**config.mk**
```make
export PLATFORM = sky130hd
export DESIGN_NAME = ssp_top
export DESIGN_NICKNAME = d
export VERILOG_FILES = /design/src/pkg/ssp_pkg.sv /design/src/core/ssp_fifo2.sv /design/src/core/ssp_top.sv
export SDC_FILE = /design/constraint.sdc
export NUM_CORES = 1
export LEC_CHECK = 0
export BUFFER_PORTS_ARGS = -buffer_cell sky130_fd_sc_hd__buf_2
export CORE_MARGIN = 2
export CORE_UTILIZATION = 55
export DETAILED_ROUTE_END_ITERATION = 16
export PLACE_DENSITY = 0.88
export SLEW_MARGIN = 0
export SYNTH_ARGS = -nofsm -noshare
export SYNTH_HDL_FRONTEND = slang
export SYNTH_SLANG_ARGS = --single-unit
```
**constraint.sdc**
```tcl
create_clock -name core_clk -period 2.8 [get_ports core_clk]
set_input_delay 0.28 -clock core_clk [delete_from_list [all_inputs] [get_ports core_clk]]
set_output_delay 0.28 -clock core_clk [all_outputs]
set_load 0.02 [all_outputs]
```
**src/pkg/ssp_pkg.sv**
```systemverilog
// package: register map, field layout and shared types of the sync serial port
package ssp_pkg;

  // register indices; byte address is four times the index
  localparam logic [7:0] SSP_STATUS_IDX   = 8'h10;
  localparam logic [7:0] SSP_CONTROL_IDX  = 8'h12;
  localparam logic [7:0] SSP_TX_ZERO_IDX  = 8'h14;
  localparam logic [7:0] SSP_TX_ONE_IDX   = 8'h16;
  localparam logic [7:0] SSP_RECEIVE_IDX  = 8'h18;
  localparam logic [7:0] SSP_RX_START_IDX = 8'h1a;

  localparam logic [7:0] SSP_STATUS_ADDR   = {SSP_STATUS_IDX[5:0], 2'h0};
  localparam logic [7:0] SSP_CONTROL_ADDR  = {SSP_CONTROL_IDX[5:0], 2'h0};
  localparam logic [7:0] SSP_TX_ZERO_ADDR  = {SSP_TX_ZERO_IDX[5:0], 2'h0};
  localparam logic [7:0] SSP_TX_ONE_ADDR   = {SSP_TX_ONE_IDX[5:0], 2'h0};
  localparam logic [7:0] SSP_RECEIVE_ADDR  = {SSP_RECEIVE_IDX[5:0], 2'h0};
  localparam logic [7:0] SSP_RX_START_ADDR = {SSP_RX_START_IDX[5:0], 2'h0};

  // control field positions
  localparam int unsigned SSP_CTL_EN0_BIT = 0;
  localparam int unsigned SSP_CTL_EN1_BIT = 1;
  localparam int unsigned SSP_CTL_DIV_LSB = 4;

  // status field positions
  localparam int unsigned SSP_STS_BUSY_BIT = 0;
  localparam int unsigned SSP_STS_DONE_BIT = 1;
  localparam int unsigned SSP_STS_ERR_BIT  = 2;

  // values after reset
  localparam logic [1:0] SSP_CTL_EN_RST  = 2'h0;
  localparam logic [1:0] SSP_CTL_DIV_RST = 2'h0;

  // bit counter value of the last data bit
  localparam logic [2:0] SSP_LAST_BIT = 3'h7;

  // bus answers
  localparam logic [1:0] SSP_RESP_OKAY   = 2'h0;
  localparam logic [1:0] SSP_RESP_SLVERR = 2'h2;

  typedef enum logic [1:0] {
    SSP_IDLE,
    SSP_LOW,
    SSP_HIGH
  } ssp_phase_e;

  // pins toward the serial peripherals
  typedef struct packed {
    logic serial_clock;
    logic serial_data_line_out;
    logic serial_data_line_oe_n;
    logic peripheral_enable_zero;
    logic peripheral_enable_one;
  } ssp_pins_s;

endpackage : ssp_pkg

```
**src/core/ssp_fifo2.sv**
```systemverilog
// two-entry buffer with valid/ready on both sides
`timescale 1ns/1ns
module ssp_fifo2 #(
  parameter int unsigned WIDTH = 8
) (
  // clock, reset and clock enable
  input  wire logic             core_clk,
  input  wire logic             rst_n,
  input  wire logic             ce,
  // filling side
  input  wire logic             in_valid,
  output logic                  in_ready,
  input  wire logic [WIDTH-1:0] in_data,
  // draining side
  output logic                  out_valid,
  input  wire logic             out_ready,
  output logic [WIDTH-1:0]      out_data
);

  initial begin
    if (WIDTH < 1) begin
      $error("ssp_fifo2: WIDTH must be at least 1");
    end
  end

  typedef struct packed {
    logic [1:0][WIDTH-1:0] mem;
    logic                  wp;
    logic                  rp;
    logic [1:0]            cnt;
  } ssp_fifo_state_s;

  ssp_fifo_state_s q, d;
  logic            push;
  logic            pop;

  // ready and valid come from the fill count only
  assign in_ready  = (q.cnt != 2'h2);
  assign out_valid = (q.cnt != 2'h0);
  assign out_data  = q.mem[q.rp];
  assign push      = in_valid & in_ready;
  assign pop       = out_valid & out_ready;

  // next state
  always_comb begin
    d = q;
    if (push) begin
      d.mem[q.wp] = in_data;
      d.wp        = ~q.wp;
    end
    if (pop) begin
      d.rp = ~q.rp;
    end
    case ({push, pop})
      2'b10:   d.cnt = q.cnt + 2'h1;
      2'b01:   d.cnt = q.cnt - 2'h1;
      default: d.cnt = q.cnt;
    endcase
  end

  // state register, frozen while ce is low
  always_ff @(posedge core_clk or negedge rst_n) begin
    if (!rst_n) begin
      q <= '0;
    end else if (ce) begin
      q <= d;
    end
  end

endmodule : ssp_fifo2

```
**src/core/ssp_top.sv**
```systemverilog
// synchronous serial port: axi4-lite register file, clock divider, shifter
`timescale 1ns/1ns
//
// Operation
// received eight bits land in low byte of receive register; upper bits reserved
// two transmit registers hold in low byte the byte to shift out
// enable outputs follow control bits: bit 1 enable one, bit 0 enable zero
// both control bits set: only enable zero is high, enable one low
// serial clock is core clock divided by 2, 4, 8 or 16 per divider field
// control and status read zero after reset; data registers undefined
// receive read or transmit write while busy sets error flag, status bit 2
// error flag clears while both enable control bits are zero
// completion flag, status bit 1, sets on rising edge completing bit 7
// completion clears on rx read, tx write, status read, enables off; set wins
// status bit 0 reads one while a transfer is in progress
// status register is read-only; writes do not touch its flags
// tx write while idle shifts byte out msb first, clock toggles only then; code also toggles it after an rx start write
// peripheral acts only while enabled, changes data away from rising edge
module ssp_top #(
  parameter int unsigned ADDR_W = 8
) (
  // clock, reset and clock enable
  input  wire logic               core_clk,
  input  wire logic               rst_n,
  input  wire logic               ce,
  // axi4-lite write address channel
  input  wire logic [ADDR_W-1:0]  s_axi_awaddr,
  input  wire logic               s_axi_awvalid,
  output logic                    s_axi_awready,
  // axi4-lite write data channel
  input  wire logic [31:0]        s_axi_wdata,
  input  wire logic [3:0]         s_axi_wstrb,
  input  wire logic               s_axi_wvalid,
  output logic                    s_axi_wready,
  // axi4-lite write response channel
  output logic [1:0]              s_axi_bresp,
  output logic                    s_axi_bvalid,
  input  wire logic               s_axi_bready,
  // axi4-lite read address channel
  input  wire logic [ADDR_W-1:0]  s_axi_araddr,
  input  wire logic               s_axi_arvalid,
  output logic                    s_axi_arready,
  // axi4-lite read data channel
  output logic [31:0]             s_axi_rdata,
  output logic [1:0]              s_axi_rresp,
  output logic                    s_axi_rvalid,
  input  wire logic               s_axi_rready,
  // serial side
  input  wire logic               serial_data_line_in,
  output ssp_pkg::ssp_pins_s      serial_pins
);

  import ssp_pkg::*;

  initial begin
    if (ADDR_W < 7 || ADDR_W > 32) begin
      $error("ssp_top: ADDR_W must lie between 7 and 32");
    end
  end

  typedef struct packed {
    // shifter
    ssp_phase_e  phase;
    logic [3:0]  half_cnt;
    logic [2:0]  bit_cnt;
    logic        receiving;
    logic [7:0]  tx_shift;
    logic [7:0]  rx_shift;
    logic        push;
    // registers
    logic [1:0]  ctl_en;
    logic [1:0]  ctl_div;
    logic [7:0]  tx_zero;
    logic [7:0]  tx_one;
    logic        done;
    logic        err;
    // bus slave
    logic        aw_got;
    logic [7:0]  aw_addr;
    logic        w_got;
    logic [31:0] w_data;
    logic [3:0]  w_strb;
    logic        awready;
    logic        wready;
    logic        bvalid;
    logic [1:0]  bresp;
    logic        arready;
    logic        rvalid;
    logic [1:0]  rresp;
    logic [31:0] rdata;
    // pins
    ssp_pins_s   pins;
  } ssp_state_s;

  ssp_state_s  q, d;
  logic        buf_in_ready;
  logic        buf_out_valid;
  logic        buf_out_ready;
  logic [7:0]  buf_out_data;
  logic        ar_hs;
  logic [7:0]  ar_addr;

  // half-period reload: divide by 2,4,8,16 gives 1,2,4,8 cycles per half
  function automatic logic [3:0] ssp_half_reload(input logic [1:0] div);
    logic [3:0] half;
    half = 4'h1 << div;
    return half - 4'h1;
  endfunction : ssp_half_reload

  // low address bits only; upper bits must be zero to hit a register
  function automatic logic ssp_hit(input logic [ADDR_W-1:0] addr, input logic [7:0] reg_addr);
    logic [ADDR_W-1:0] full;
    full = '0;
    full[7:0] = reg_addr;
    return addr == full;
  endfunction : ssp_hit

  // enable outputs from control bits, enable zero has priority
  function automatic logic [1:0] ssp_enables(input logic [1:0] en);
    logic [1:0] res;
    res[0] = en[SSP_CTL_EN0_BIT];
    res[1] = en[SSP_CTL_EN1_BIT] & ~en[SSP_CTL_EN0_BIT];
    return res;
  endfunction : ssp_enables

  assign ar_hs         = s_axi_arvalid & q.arready;
  assign ar_addr       = s_axi_araddr[7:0];
  // received bytes drain from the buffer by reads of the receive register
  assign buf_out_ready = ar_hs & ssp_hit(s_axi_araddr, SSP_RECEIVE_ADDR) & buf_out_valid;

  // received bytes wait here so a slow reader loses none
  ssp_fifo2 #(
    .WIDTH (8)
  ) u_rx_buf (
    .core_clk  (core_clk),
    .rst_n     (rst_n),
    .ce        (ce),
    .in_valid  (q.push),
    .in_ready  (buf_in_ready),
    .in_data   (q.rx_shift),
    .out_valid (buf_out_valid),
    .out_ready (buf_out_ready),
    .out_data  (buf_out_data)
  );

  // all next-state logic in one place
  always_comb begin
    logic       busy;
    logic       wr_do;
    logic       wr_lo;
    logic       wr_hi;
    logic       tx_wr;
    logic       start_tx;
    logic       start_rx;
    logic [7:0] start_byte;
    logic       set_done;
    logic       clr_done;
    logic [1:0] en_out;
    busy       = 1'b0;
    wr_do      = 1'b0;
    wr_lo      = 1'b0;
    wr_hi      = 1'b0;
    tx_wr      = 1'b0;
    start_tx   = 1'b0;
    start_rx   = 1'b0;
    start_byte = 8'h00;
    set_done   = 1'b0;
    clr_done   = 1'b0;
    en_out     = 2'h0;
    d          = q;
    busy       = (q.phase != SSP_IDLE);

    // capture write address and data in either order
    if (s_axi_awvalid && q.awready) begin
      d.aw_got  = 1'b1;
      d.aw_addr = s_axi_awaddr[7:0];
    end
    if (s_axi_wvalid && q.wready) begin
      d.w_got  = 1'b1;
      d.w_data = s_axi_wdata;
      d.w_strb = s_axi_wstrb;
    end
    if (s_axi_bvalid && s_axi_bready) begin
      d.bvalid = 1'b0;
    end

    // perform a write once both halves are held
    if (q.aw_got && q.w_got && !q.bvalid) begin
      wr_do    = 1'b1;
      wr_lo    = q.w_strb[0];
      wr_hi    = q.w_strb[1];
      d.aw_got = 1'b0;
      d.w_got  = 1'b0;
      d.bvalid = 1'b1;
      d.bresp  = SSP_RESP_OKAY;
      case (q.aw_addr)
        SSP_CONTROL_ADDR: begin
          if (wr_lo) begin
            d.ctl_en  = q.w_data[SSP_CTL_EN1_BIT:SSP_CTL_EN0_BIT];
            d.ctl_div = q.w_data[SSP_CTL_DIV_LSB+1:SSP_CTL_DIV_LSB];
          end
        end
        SSP_TX_ZERO_ADDR: begin
          if (wr_lo) begin
            d.tx_zero  = q.w_data[7:0];
            tx_wr      = 1'b1;
            start_byte = q.w_data[7:0];
          end
        end
        SSP_TX_ONE_ADDR: begin
          if (wr_lo) begin
            d.tx_one   = q.w_data[7:0];
            tx_wr      = 1'b1;
            start_byte = q.w_data[7:0];
          end
        end
        SSP_RX_START_ADDR: begin
          // a receive starts only when idle and the buffer has room; otherwise none starts
          start_rx = (wr_lo | wr_hi) & ~busy & buf_in_ready;
        end
        SSP_STATUS_ADDR: begin
          d.bresp = SSP_RESP_OKAY;
        end
        SSP_RECEIVE_ADDR: begin
          d.bresp = SSP_RESP_OKAY;
        end
        default: begin
          d.bresp = SSP_RESP_SLVERR;
        end
      endcase
      if (tx_wr && busy) begin
        d.err = 1'b1;
      end
      start_tx = tx_wr & ~busy;
      if (tx_wr) begin
        clr_done = 1'b1;
      end
    end

    // reads answer one cycle after the address is taken
    if (s_axi_rvalid && s_axi_rready) begin
      d.rvalid = 1'b0;
    end
    if (ar_hs) begin
      d.rvalid = 1'b1;
      d.rresp  = SSP_RESP_OKAY;
      d.rdata  = 32'h0000_0000;
      case (ar_addr)
        SSP_STATUS_ADDR: begin
          d.rdata[SSP_STS_BUSY_BIT] = busy;
          d.rdata[SSP_STS_DONE_BIT] = q.done;
          d.rdata[SSP_STS_ERR_BIT]  = q.err;
          clr_done = 1'b1;
        end
        SSP_CONTROL_ADDR: begin
          d.rdata[SSP_CTL_EN1_BIT:SSP_CTL_EN0_BIT]     = q.ctl_en;
          d.rdata[SSP_CTL_DIV_LSB+1:SSP_CTL_DIV_LSB]   = q.ctl_div;
        end
        SSP_TX_ZERO_ADDR: begin
          d.rdata[7:0] = q.tx_zero;
        end
        SSP_TX_ONE_ADDR: begin
          d.rdata[7:0] = q.tx_one;
        end
        SSP_RECEIVE_ADDR: begin
          d.rdata[7:0] = buf_out_data;
          clr_done     = 1'b1;
          if (busy) begin
            d.err = 1'b1;
          end
        end
        SSP_RX_START_ADDR: begin
          d.rdata = 32'h0000_0000;
        end
        default: begin
          d.rresp = SSP_RESP_SLVERR;
        end
      endcase
      if (!ssp_hit(s_axi_araddr, ar_addr)) begin
        d.rresp = SSP_RESP_SLVERR;
        d.rdata = 32'h0000_0000;
      end
    end

    // hand the received byte to the buffer and hold until taken
    if (q.push && buf_in_ready) begin
      d.push = 1'b0;
    end

    // shifter: data changes with the falling clock, samples on the rising one
    case (q.phase)
      SSP_IDLE: begin
        d.pins.serial_clock = 1'b0;
        if (start_tx || start_rx) begin
          d.phase                      = SSP_LOW;
          d.half_cnt                   = ssp_half_reload(q.ctl_div);
          d.bit_cnt                    = 3'h0;
          d.receiving                  = start_rx;
          d.tx_shift                   = start_byte;
          d.pins.serial_data_line_out  = start_byte[7];
          d.pins.serial_data_line_oe_n = start_rx;
        end
      end
      SSP_LOW: begin
        if (q.half_cnt == 4'h0) begin
          d.pins.serial_clock = 1'b1;
          d.rx_shift          = {q.rx_shift[6:0], serial_data_line_in};
          d.half_cnt          = ssp_half_reload(q.ctl_div);
          d.phase             = SSP_HIGH;
          if (q.bit_cnt == SSP_LAST_BIT) begin
            set_done = 1'b1;
          end
        end else begin
          d.half_cnt = q.half_cnt - 4'h1;
        end
      end
      SSP_HIGH: begin
        if (q.half_cnt == 4'h0) begin
          d.pins.serial_clock = 1'b0;
          if (q.bit_cnt == SSP_LAST_BIT) begin
            d.phase                      = SSP_IDLE;
            d.pins.serial_data_line_oe_n = 1'b1;
            d.push                       = q.receiving;
          end else begin
            d.phase                     = SSP_LOW;
            d.half_cnt                  = ssp_half_reload(q.ctl_div);
            d.bit_cnt                   = q.bit_cnt + 3'h1;
            d.tx_shift                  = {q.tx_shift[6:0], 1'b0};
            d.pins.serial_data_line_out = q.tx_shift[6];
          end
        end else begin
          d.half_cnt = q.half_cnt - 4'h1;
        end
      end
      default: begin
        d.phase = SSP_IDLE;
      end
    endcase

    // enables off clears both flags
    if (q.ctl_en == 2'h0) begin
      clr_done = 1'b1;
      d.err    = 1'b0;
    end

    // set wins over clear
    if (set_done) begin
      d.done = 1'b1;
    end else if (clr_done) begin
      d.done = 1'b0;
    end

    // enables and readies registered so every output comes from a flop
    en_out                      = ssp_enables(d.ctl_en);
    d.pins.peripheral_enable_zero = en_out[0];
    d.pins.peripheral_enable_one  = en_out[1];
    d.awready = ~d.aw_got & ~d.bvalid;
    d.wready  = ~d.w_got & ~d.bvalid;
    d.arready = ~d.rvalid;
  end

  // state register; data registers are cleared too, harmless and deterministic
  always_ff @(posedge core_clk or negedge rst_n) begin
    if (!rst_n) begin
      q                            <= '0;
      q.phase                      <= SSP_IDLE;
      q.ctl_en                     <= SSP_CTL_EN_RST;
      q.ctl_div                    <= SSP_CTL_DIV_RST;
      q.pins.serial_data_line_oe_n <= 1'b1;
    end else if (ce) begin
      q <= d;
    end
  end

  // outputs straight from the state register
  assign s_axi_awready = q.awready;
  assign s_axi_wready  = q.wready;
  assign s_axi_bvalid  = q.bvalid;
  assign s_axi_bresp   = q.bresp;
  assign s_axi_arready = q.arready;
  assign s_axi_rvalid  = q.rvalid;
  assign s_axi_rresp   = q.rresp;
  assign s_axi_rdata   = q.rdata;
  assign serial_pins   = q.pins;

endmodule : ssp_top

```
# Yosys cells after proc, flatten, opt, wreduce, memory -nomap -nowiden
# Index checks and enable logic that the tools add are counted.
# W data, S select, Z words.
# op_classes
reduce_logical,42
magnitude_cmp,3
n_eq_ne,24
add_sub_neg,5
bitwise_logic,20
n_shift,1
mux,77
# op_table
cell,n
$eq A8 B7 Y1 const B,12
$mux W8,10
$mux W37,1
$mux W35,1
$mux W1,32
$reduce_and A4 Y1,6
$mux W7,3
$mux W20,1
$mux W18,1
$bwmux W16,1
$mux W4,4
$reduce_and A2 Y1,8
$pmux W7 S2,1
$mux W2,6
$ne A2 B2 Y1 const B,6
$pmux W2 S3,2
$pmux W4 S3,1
$reduce_or A6 Y1,2
$and A1 B1 Y1,11
$pmux W2 S5,1
$reduce_and A5 Y1,2
$reduce_bool A2 Y1,5
$logic_and A1 B1 Y1,9
$mux W3,3
other kinds (27),43
# totals
input_bits,61
word_cells,208
out_inout_bits,46
reg_bits,136

# Logic depth before layout (Yosys ltp)
# Gate-level depths: netlist of run 1.
# depth
word_depth,11
depth_mapped,8
depth_no_buf,7

# Cells and area by module
# Synthesis of run 1 repeated with hierarchy kept, for this count alone.
# hier_totals
cells_unflattened,459
hier_area_um2,5482.8
# by_module_without_submodules
module,area_each_um2,cells_per_inst,n_inst,seq_area_each_um2
ssp_top,4498.1,397,1,2178.3
ssp_fifo2,984.7,62,1,500.5

# Worst setup path after synthesis of run 1
# OpenSTA, ideal clock, no wires.
# synth_timing
path_kind,input to register
from,input port s_axi_araddr[1]
to,register u_rx_buf.q[1] (netlist name)
setup_ns,0.079
stages,8
n_path_buf,1
required_time_ns,2.721
t_arrival_ns,2.111
slack_ns,0.610
path_cell_list,or4b_1 -> buf_2 -> nor4_1 -> o21a_1 -> ha_1 -> nand2b_1 -> nor2_1 -> xor2_1
# synth_via
elab_chain_len,7
word_cells_on_any_way,9
classes_between,3 x eq/ne; 1 x mux; 3 x bitwise; 2 x reduce/logical
# synth_rtl
item,line_no,text
start: declaration,ssp_top.sv:40,"input wire logic [ADDR_W-1:0] s_axi_araddr,"
$eq A8 B7 Y1 *,ssp_top.sv:115,return addr == full;
$and A1 B1 Y1 * (2 in series),ssp_top.sv:129,"assign buf_out_ready = ar_hs & ssp_hit(s_axi_araddr, SSP_RECEIVE_ADDR) & buf_out_valid;"
$and A1 B1 Y1 *,ssp_fifo2.sv:42,assign pop = out_valid & out_ready;
$eq A2 B2 Y1 or $eq A2 B1 Y1 (tied branches),ssp_fifo2.sv:54,"case ({push, pop})"
$reduce_bool A2 Y1 (no source line),n/a,
$reduce_and A2 Y1 (no source line),n/a,
end signal: assignment,ssp_fifo2.sv:64,q <= '0;
end signal: assignment,ssp_fifo2.sv:66,q <= d;
end: declaration,ssp_fifo2.sv:33,"ssp_fifo_state_s q, d;"
# Mark *: on every way between the ends. The rest lies on a longest branch, timed or not.
# A chain may end at the register's enable or synchronous reset.

# Worst setup path after layout of run 1
# layout_timing
from,register q[139] (netlist name)
to,register q[129] (netlist name)
# layout_via
elab_chain_len,9
word_cells_on_any_way,17
classes_between,4 x eq/ne; 4 x mux; 4 x bitwise; 5 x reduce/logical
# layout_rtl
item,line_no,text
start: declaration,ssp_top.sv:95,"ssp_state_s q, d;"
$reduce_bool A2 Y1,ssp_top.sv:171,busy = (q.phase != SSP_IDLE);
$not A1 Y1,"ssp_top.sv:219, ssp_top.sv:234",
$and A1 B1 Y1 (2 in series),ssp_top.sv:219,start_rx = (wr_lo | wr_hi) & ~busy & buf_in_ready;
$mux W1,ssp_top.sv:196,case (q.aw_addr)
$mux W1,ssp_top.sv:188,if (q.aw_got && q.w_got && !q.bvalid) begin
$logic_or A1 B1 Y1,ssp_top.sv:294,if (start_tx || start_rx) begin
$ne A2 B2 Y1 (no source line),n/a,
$reduce_and A5 Y1 (no source line),n/a,
# Several ways; a longest one is shown, not always the timed one.

==> results of run 1 <==
## sequential cells by signal (all words and copies together), names as in the netlist, 4 cells and up
| signal | cells |
|---|---|
| s_axi_rdata | 8 |
| serial_pins | 4 |
| u_rx_buf.q | 20 |
| q | 68 |
## routing by layer
layer / global-route usage (%) / routed length [um]
met1: 28.6 / 4710
met2: 36.7 / 5830
met3: 4.26 / 693
met4: 9.27 / 325
met5: 0 / 0
## per-stage QoR
| step | std cells | utilization (%) | setup WS [ns] | hold slack (ns) |
|---|---|---|---|---|
| after floorplan | 493 | - | 0.610 | -0.0156 |
| after global placement | 629 | 58.8 | 0.285 | 0.361 |
| after detailed placement | 629 | 58.8 | 0.156 | 0.370 |
| after CTS | 646 | 61.1 | 0.130 | 0.116 |
| after global routing | 646 | 61.1 | 0.00321 | 0.119 |
| final | 646 | 61.1 | 0.0998 | 0.121 |
## cell usage after synthesis (5+ instances only)
master	number	share of area [%]
mux2_2	83	17
a31oi_1	8	0.91
nor3_1	6	0.54
mux2i_1	8	1.5
inv_1	14	0.95
ha_1	8	1.8
nor2b_1	6	0.68
o21ai_0	11	1.0
a22o_1	18	2.9
buf_4	41	5.6
a21oi_1	9	0.82
nand2b_1	9	1.0
nand3_1	11	1.0
nand2_1	18	1.2
a211oi_1	5	0.68
dfrtp_1	106	48
o211ai_1	6	0.82
nor2_1	11	0.75
clkbuf_1	15	1.0
a22oi_1	6	0.82
## what timing repair did
item	in CTS	in global routing
endpoints found under the setup margin	0	2
endpoints found under the hold margin	53	0
hold buffers	1	0
setup buffers	0	0
gates resized for setup	0	0
## kinds of logic after synthesis
family          Yosys count
compound gates           84
xor+xnor                  4
fa+ha+maj                 8
buf+inv                  75
flops                   107
mux                      91
other cells               1
simple gates             98
## worst min-delay path by stage
stage	startpoint	to	slack, ns	depth (start not counted)
6_report	s_axi_wdata[4]	q[54]	0.12	2
5_1_grt	s_axi_wdata[7]	q[57]	0.12	2
4_1_cts	s_axi_wdata[4]	q[54]	0.12	2
3_5_place_dp	rst_n	q[89]	0.37	1
3_3_place_gp	rst_n	q[89]	0.36	1
2_1_floorplan	rst_n	q[100]	-0.02	0
## where the power goes
part | switching, uW | internal (uW)
clock network | 533 | 447
registers | 279 | 1770
logic | 440 | 357
total | 1250 | 2580
## layout make-up
class / count / area, um2 / share of cell area (%)
clock inverters: 6 / 73.8 / 1.24
multi-input cells: 311 / 2480 / 41.7
flip-flops and latches: 107 / 2680 / 45.0
clock buffers: 10 / 138 / 2.31
repair buffers: 65 / 358 / 6.02
well taps: 133 / 166 / 2.80
inverters: 14 / 52.6 / 0.884
==> impl_metrics.json, run 1 <==
{
  "status": "finished clean",
  "grt_max_degree": 56,
  "timing.fmax_mhz": 370,
  "r2r-start": "q[139]",
  "fin_crit_sh_pct": 96.4,
  "synth-xor-area-share_pct": 0.635,
  "clk_pin_slew_worst_paths_ns": 0.11,
  "antenna_left": 0,
  "num_io_pins": 107,
  "overflow": 0,
  "drv_slew": 0,
  "startpoint_type": "flip-flop",
  "wire_per_inst_um": 17.9,
  "area_delta_synth_final_pct": 7.88,
  "fin_nets": 577,
  "layout_commonest_cell": "dfrtp_1",
  "drcViolationCount": 0,
  "die_area_um2": 10800,
  "htree_num_levels": 3,
  "fin_skew_ns": 0.0169,
  "core_um2": 9730,
  "seq_area_frac_synth_pct": 48.6,
  "p_leak_uw": 0.00284,
  "insertion_delay_ns": 0.38,
  "synthSimpleGateAreaFrac_pct": 11.3,
  "vias": 3858,
  "rsz0062_at_grt": "no",
  "hold_class": "in -> reg",
  "initial_core_util_pct": 56.7,
  "worstSetupStartpoint": "q[139]",
  "dpl.hpwl_um": 8680,
  "cts-root-buf": "clkbuf_8",
  "final_cell_mix": "dfrtp_1, mux2_2, buf_2, conb_1",
  "required_ns": 3.06,
  "gp_congestion": 0.865,
  "cts_tree": "built",
  "synth.distinct_cells": 64,
  "relSlewSlack_pct": 51.8,
  "synth_fa_ha_area_share_pct": 1.82,
  "cp.depth": 6,
  "setup_tns_ns": 0,
  "endpoint_kind": "flip-flop",
  "drive_gt1_share_pct": 33.9,
  "yosysWarnings": 0,
  "async_flop_share_pct": 100,
  "setup_viol": 0,
  "synth_edf_count": 0,
  "nFillCells": 788,
  "reg2reg_to": "q[129]",
  "cts_buffers": 9,
  "crit_type": "reg -> reg",
  "rows": 36,
  "cp_slowest_cell": "nand4_1",
  "die_height_um": 104,
  "synthFlopType": "dfrtp_1",
  "drv_cap": 0,
  "p_total_uw": 3830,
  "critical_path.top_delay_family": "simple AND/OR/NAND/NOR gates",
  "ys_seq_elements": 107,
  "crit_path_cell_trace": "inv_1 -> ha_1 -> o211ai_1 -> o311ai_1 -> nand4_1 -> mux2_2",
  "die_w_um": 104,
  "synth_area_um2": 5510,
  "diodes": 0,
  "crit_buf_inv": 1,
  "finalInstanceArea_um2": 5950,
  "tightest_slew_ns": 0.720,
  "vias_per_cell": 5.97,
  "cts_buffer_depth": 2,
  "syn_area_per_cell_um2": 11.8,
  "synth_mux_area_share_pct": 18.4,
  "vdd_drop_max_v": 0.000399,
  "track_usage_pct": 22.1,
  "finalHoldViolations": 0,
  "initialDrtViolationCount": 297,
  "slowest_delay_ns": 0.63,
  "powerDensity_nw_per_um2": 644,
  "drt-total-wl_um": 11600,
  "synth-compound-area-share_pct": 11.0,
  "cp_data_arrival_time_ns": 2.96,
  "cts_sinks": 107,
  "first_pass_iters": 5,
  "first_global_vias": 3860,
  "numPortBuffers": 54,
  "crit_path_end": "q[129]",
  "place_area_um2": 5730,
  "worstPathMaxFanout": 11,
  "grt_pass1_wl_um": 18900,
  "ff2ff_setup_slack_ns": 0.1,
  "synth_top_family_by_area": "multiplexers",
  "fin_crit_ns": 2.70,
  "antenna_found_initial": 0,
  "synth_cells": 468,
  "worstRegToRegCells": 6
}
(Power assumes the default switching activity.)
==> run 2: changes to the inputs <==
Settings changed: SLEW_MARGIN 0 to 20.
Clock period 2.8 ns to 3.1 ns, I/O delays scaled along.
==> impl_metrics.json, run 2 (synthesized netlist as in run 1, its figures left out) <==
{
  "setup_viol": 0,
  "vias_per_cell": 5.94,
  "dpl.hpwl_um": 8290,
  "power_frac_seq_pct": 54.6,
  "num_io_pins": 107,
  "timing.fmax_mhz": 420,
  "insertion_delay_ns": 0.37,
  "wire_per_inst_um": 17.5,
  "gp_congestion": 0.880,
  "cts_resized": 0,
  "power.switching_uw": 1100,
  "fin_nets": 574,
  "slowest_delay_ns": 0.43,
  "diodes": 0,
  "largest_reg_flops": 68,
  "powerDensity_nw_per_um2": 574,
  "numPortBuffers": 54,
  "largest-register": "q",
  "vdd_drop_max_v": 0.000500,
  "rsz0062_at_grt": "no",
  "p_leak_uw": 0.00282,
  "required_ns": 3.35,
  "die_w_um": 104,
  "layout_commonest_cell": "dfrtp_1",
  "area_delta_synth_final_pct": 7.04,
  "antenna_left": 0,
  "finalInstanceArea_um2": 5900,
  "worstPathMaxFanout": 11,
  "startpoint_type": "flip-flop",
  "p_comb_share_pct": 21.2,
  "crit_type": "reg -> reg",
  "die_area_um2": 10800,
  "setup_ws_ns": 0.716,
  "cts_buffer_depth": 2,
  "hold_buffers": 0,
  "grt_max_degree": 65,
  "drive_gt1_share_pct": 33.5,
  "path_common_cell": "buf_4",
  "relSlewSlack_pct": 47.3,
  "hold_class": "in -> async",
  "whs_ns": 0.00976,
  "vias": 3817,
  "place_area_um2": 5710,
  "finalHoldViolations": 0,
  "final_cell_mix": "dfrtp_1, mux2_2, buf_2, conb_1",
  "cts_tree": "built",
  "clk_pin_slew_worst_paths_ns": 0.10,
  "fin_skew_ns": 0.0169,
  "crit_path_cell_trace": "inv_1 -> ha_1 -> o211ai_1 -> o311ai_1 -> buf_4 -> nand4_1 -> buf_4 -> mux2_2",
  "endpoint_kind": "flip-flop",
  "cp_slowest_cell": "dfrtp_1",
  "worstRegToRegCells": 8,
  "die_height_um": 104,
  "p_int_uw": 2280,
  "fin_crit_sh_pct": 76.9,
  "initial_core_util_pct": 56.7,
  "drcViolationCount": 0,
  "first_global_vias": 3748,
  "antenna_found_initial": 0,
  "overflow": 0,
  "dp_slack_ns": 0.563,
  "cp_data_arrival_time_ns": 2.63,
  "clock_power_share_pct": 24.1,
  "tightest_slew_ns": 0.791,
  "drt-total-wl_um": 11200,
  "cts-root-buf": "clkbuf_8",
  "drv_slew": 0,
  "rows": 36,
  "nFillCells": 762,
  "swShare_pct": 32.6,
  "htree_num_levels": 3,
  "stdcell_count": 643,
  "cts_buffers": 9,
  "fin_crit_ns": 2.38,
  "drv_cap": 0,
  "initialDrtViolationCount": 386,
  "track_usage_pct": 21.4,
  "first_pass_iters": 7,
  "setup_tns_ns": 0,
  "cts_sinks": 107,
  "placed_cells": 627,
  "postCtsSetupRepairBufs": 0,
  "status": "finished clean",
  "core_um2": 9730,
  "grt_pass1_wl_um": 18500
}
[run 2: final cells by class]
class                      count  area [um2]  share of cell area, %
sequential                   107        2680                   45.4
clock inverter                 3        21.3                  0.360
tap                          133         166                   2.82
timing repair buffer          62         333                   5.64
multi-input combinational    311        2480                   42.0
clock buffer                  13         169                   2.86
inverter                      14        52.6                  0.891
[run 2: worst paths after layout]
| kind | from | end | slack [ns] |
|---|---|---|---|
| setup / recovery | q[139] | serial_pins[3] | 0.72 |
| min in group core_clk | s_axi_wstrb[0] | q[46] | 0.17 |
| max in group asynchronous | rst_n | s_axi_rdata[2] | 2.24 |
| hold reg to reg | s_axi_bresp[1] | s_axi_bresp[1] | 0.50 |
| hold / removal | rst_n | q[87] | 0.01 |
| setup reg to reg | q[139] | serial_pins[3] | 0.72 |
[run 2: power groups by stage]
stage	logic, uW	registers [uW]	clock network (uW)
finish	718	1850	817
global route	789	1880	879
CTS	720	1850	821
detailed placement	719	1870	0
global placement	685	1850	0
floorplan	557	1810	0
[run 2: per-layer routing]
layer | share of wire (%) | vias up | track usage (%)
met5 | 0 | - | 0
met4 | 2.3 | 0 | 7.82
met3 | 6.4 | 25 | 4.51
met2 | 49 | 154 | 35.7
met1 | 43 | 1911 | 27.8
li1 | - | 1727 | -
[run 2: stage by stage]
stage / util (%) / total power [uW]
final: 60.6 / 3390
after global placement: 58.7 / 2540
after floorplan: - / 2370
after global routing: 60.6 / 3550
after CTS: 60.6 / 3390
after detailed placement: 58.7 / 2590
[run 2: worst max-delay path, delay by kind of cell, from the launching register on]
family          cells  cell delay [ns]
compound gates      2             0.49
fa+ha+maj           1             0.33
buf+inv             3             0.57
flops               1             0.43
mux                 1             0.28
simple gates        1             0.16
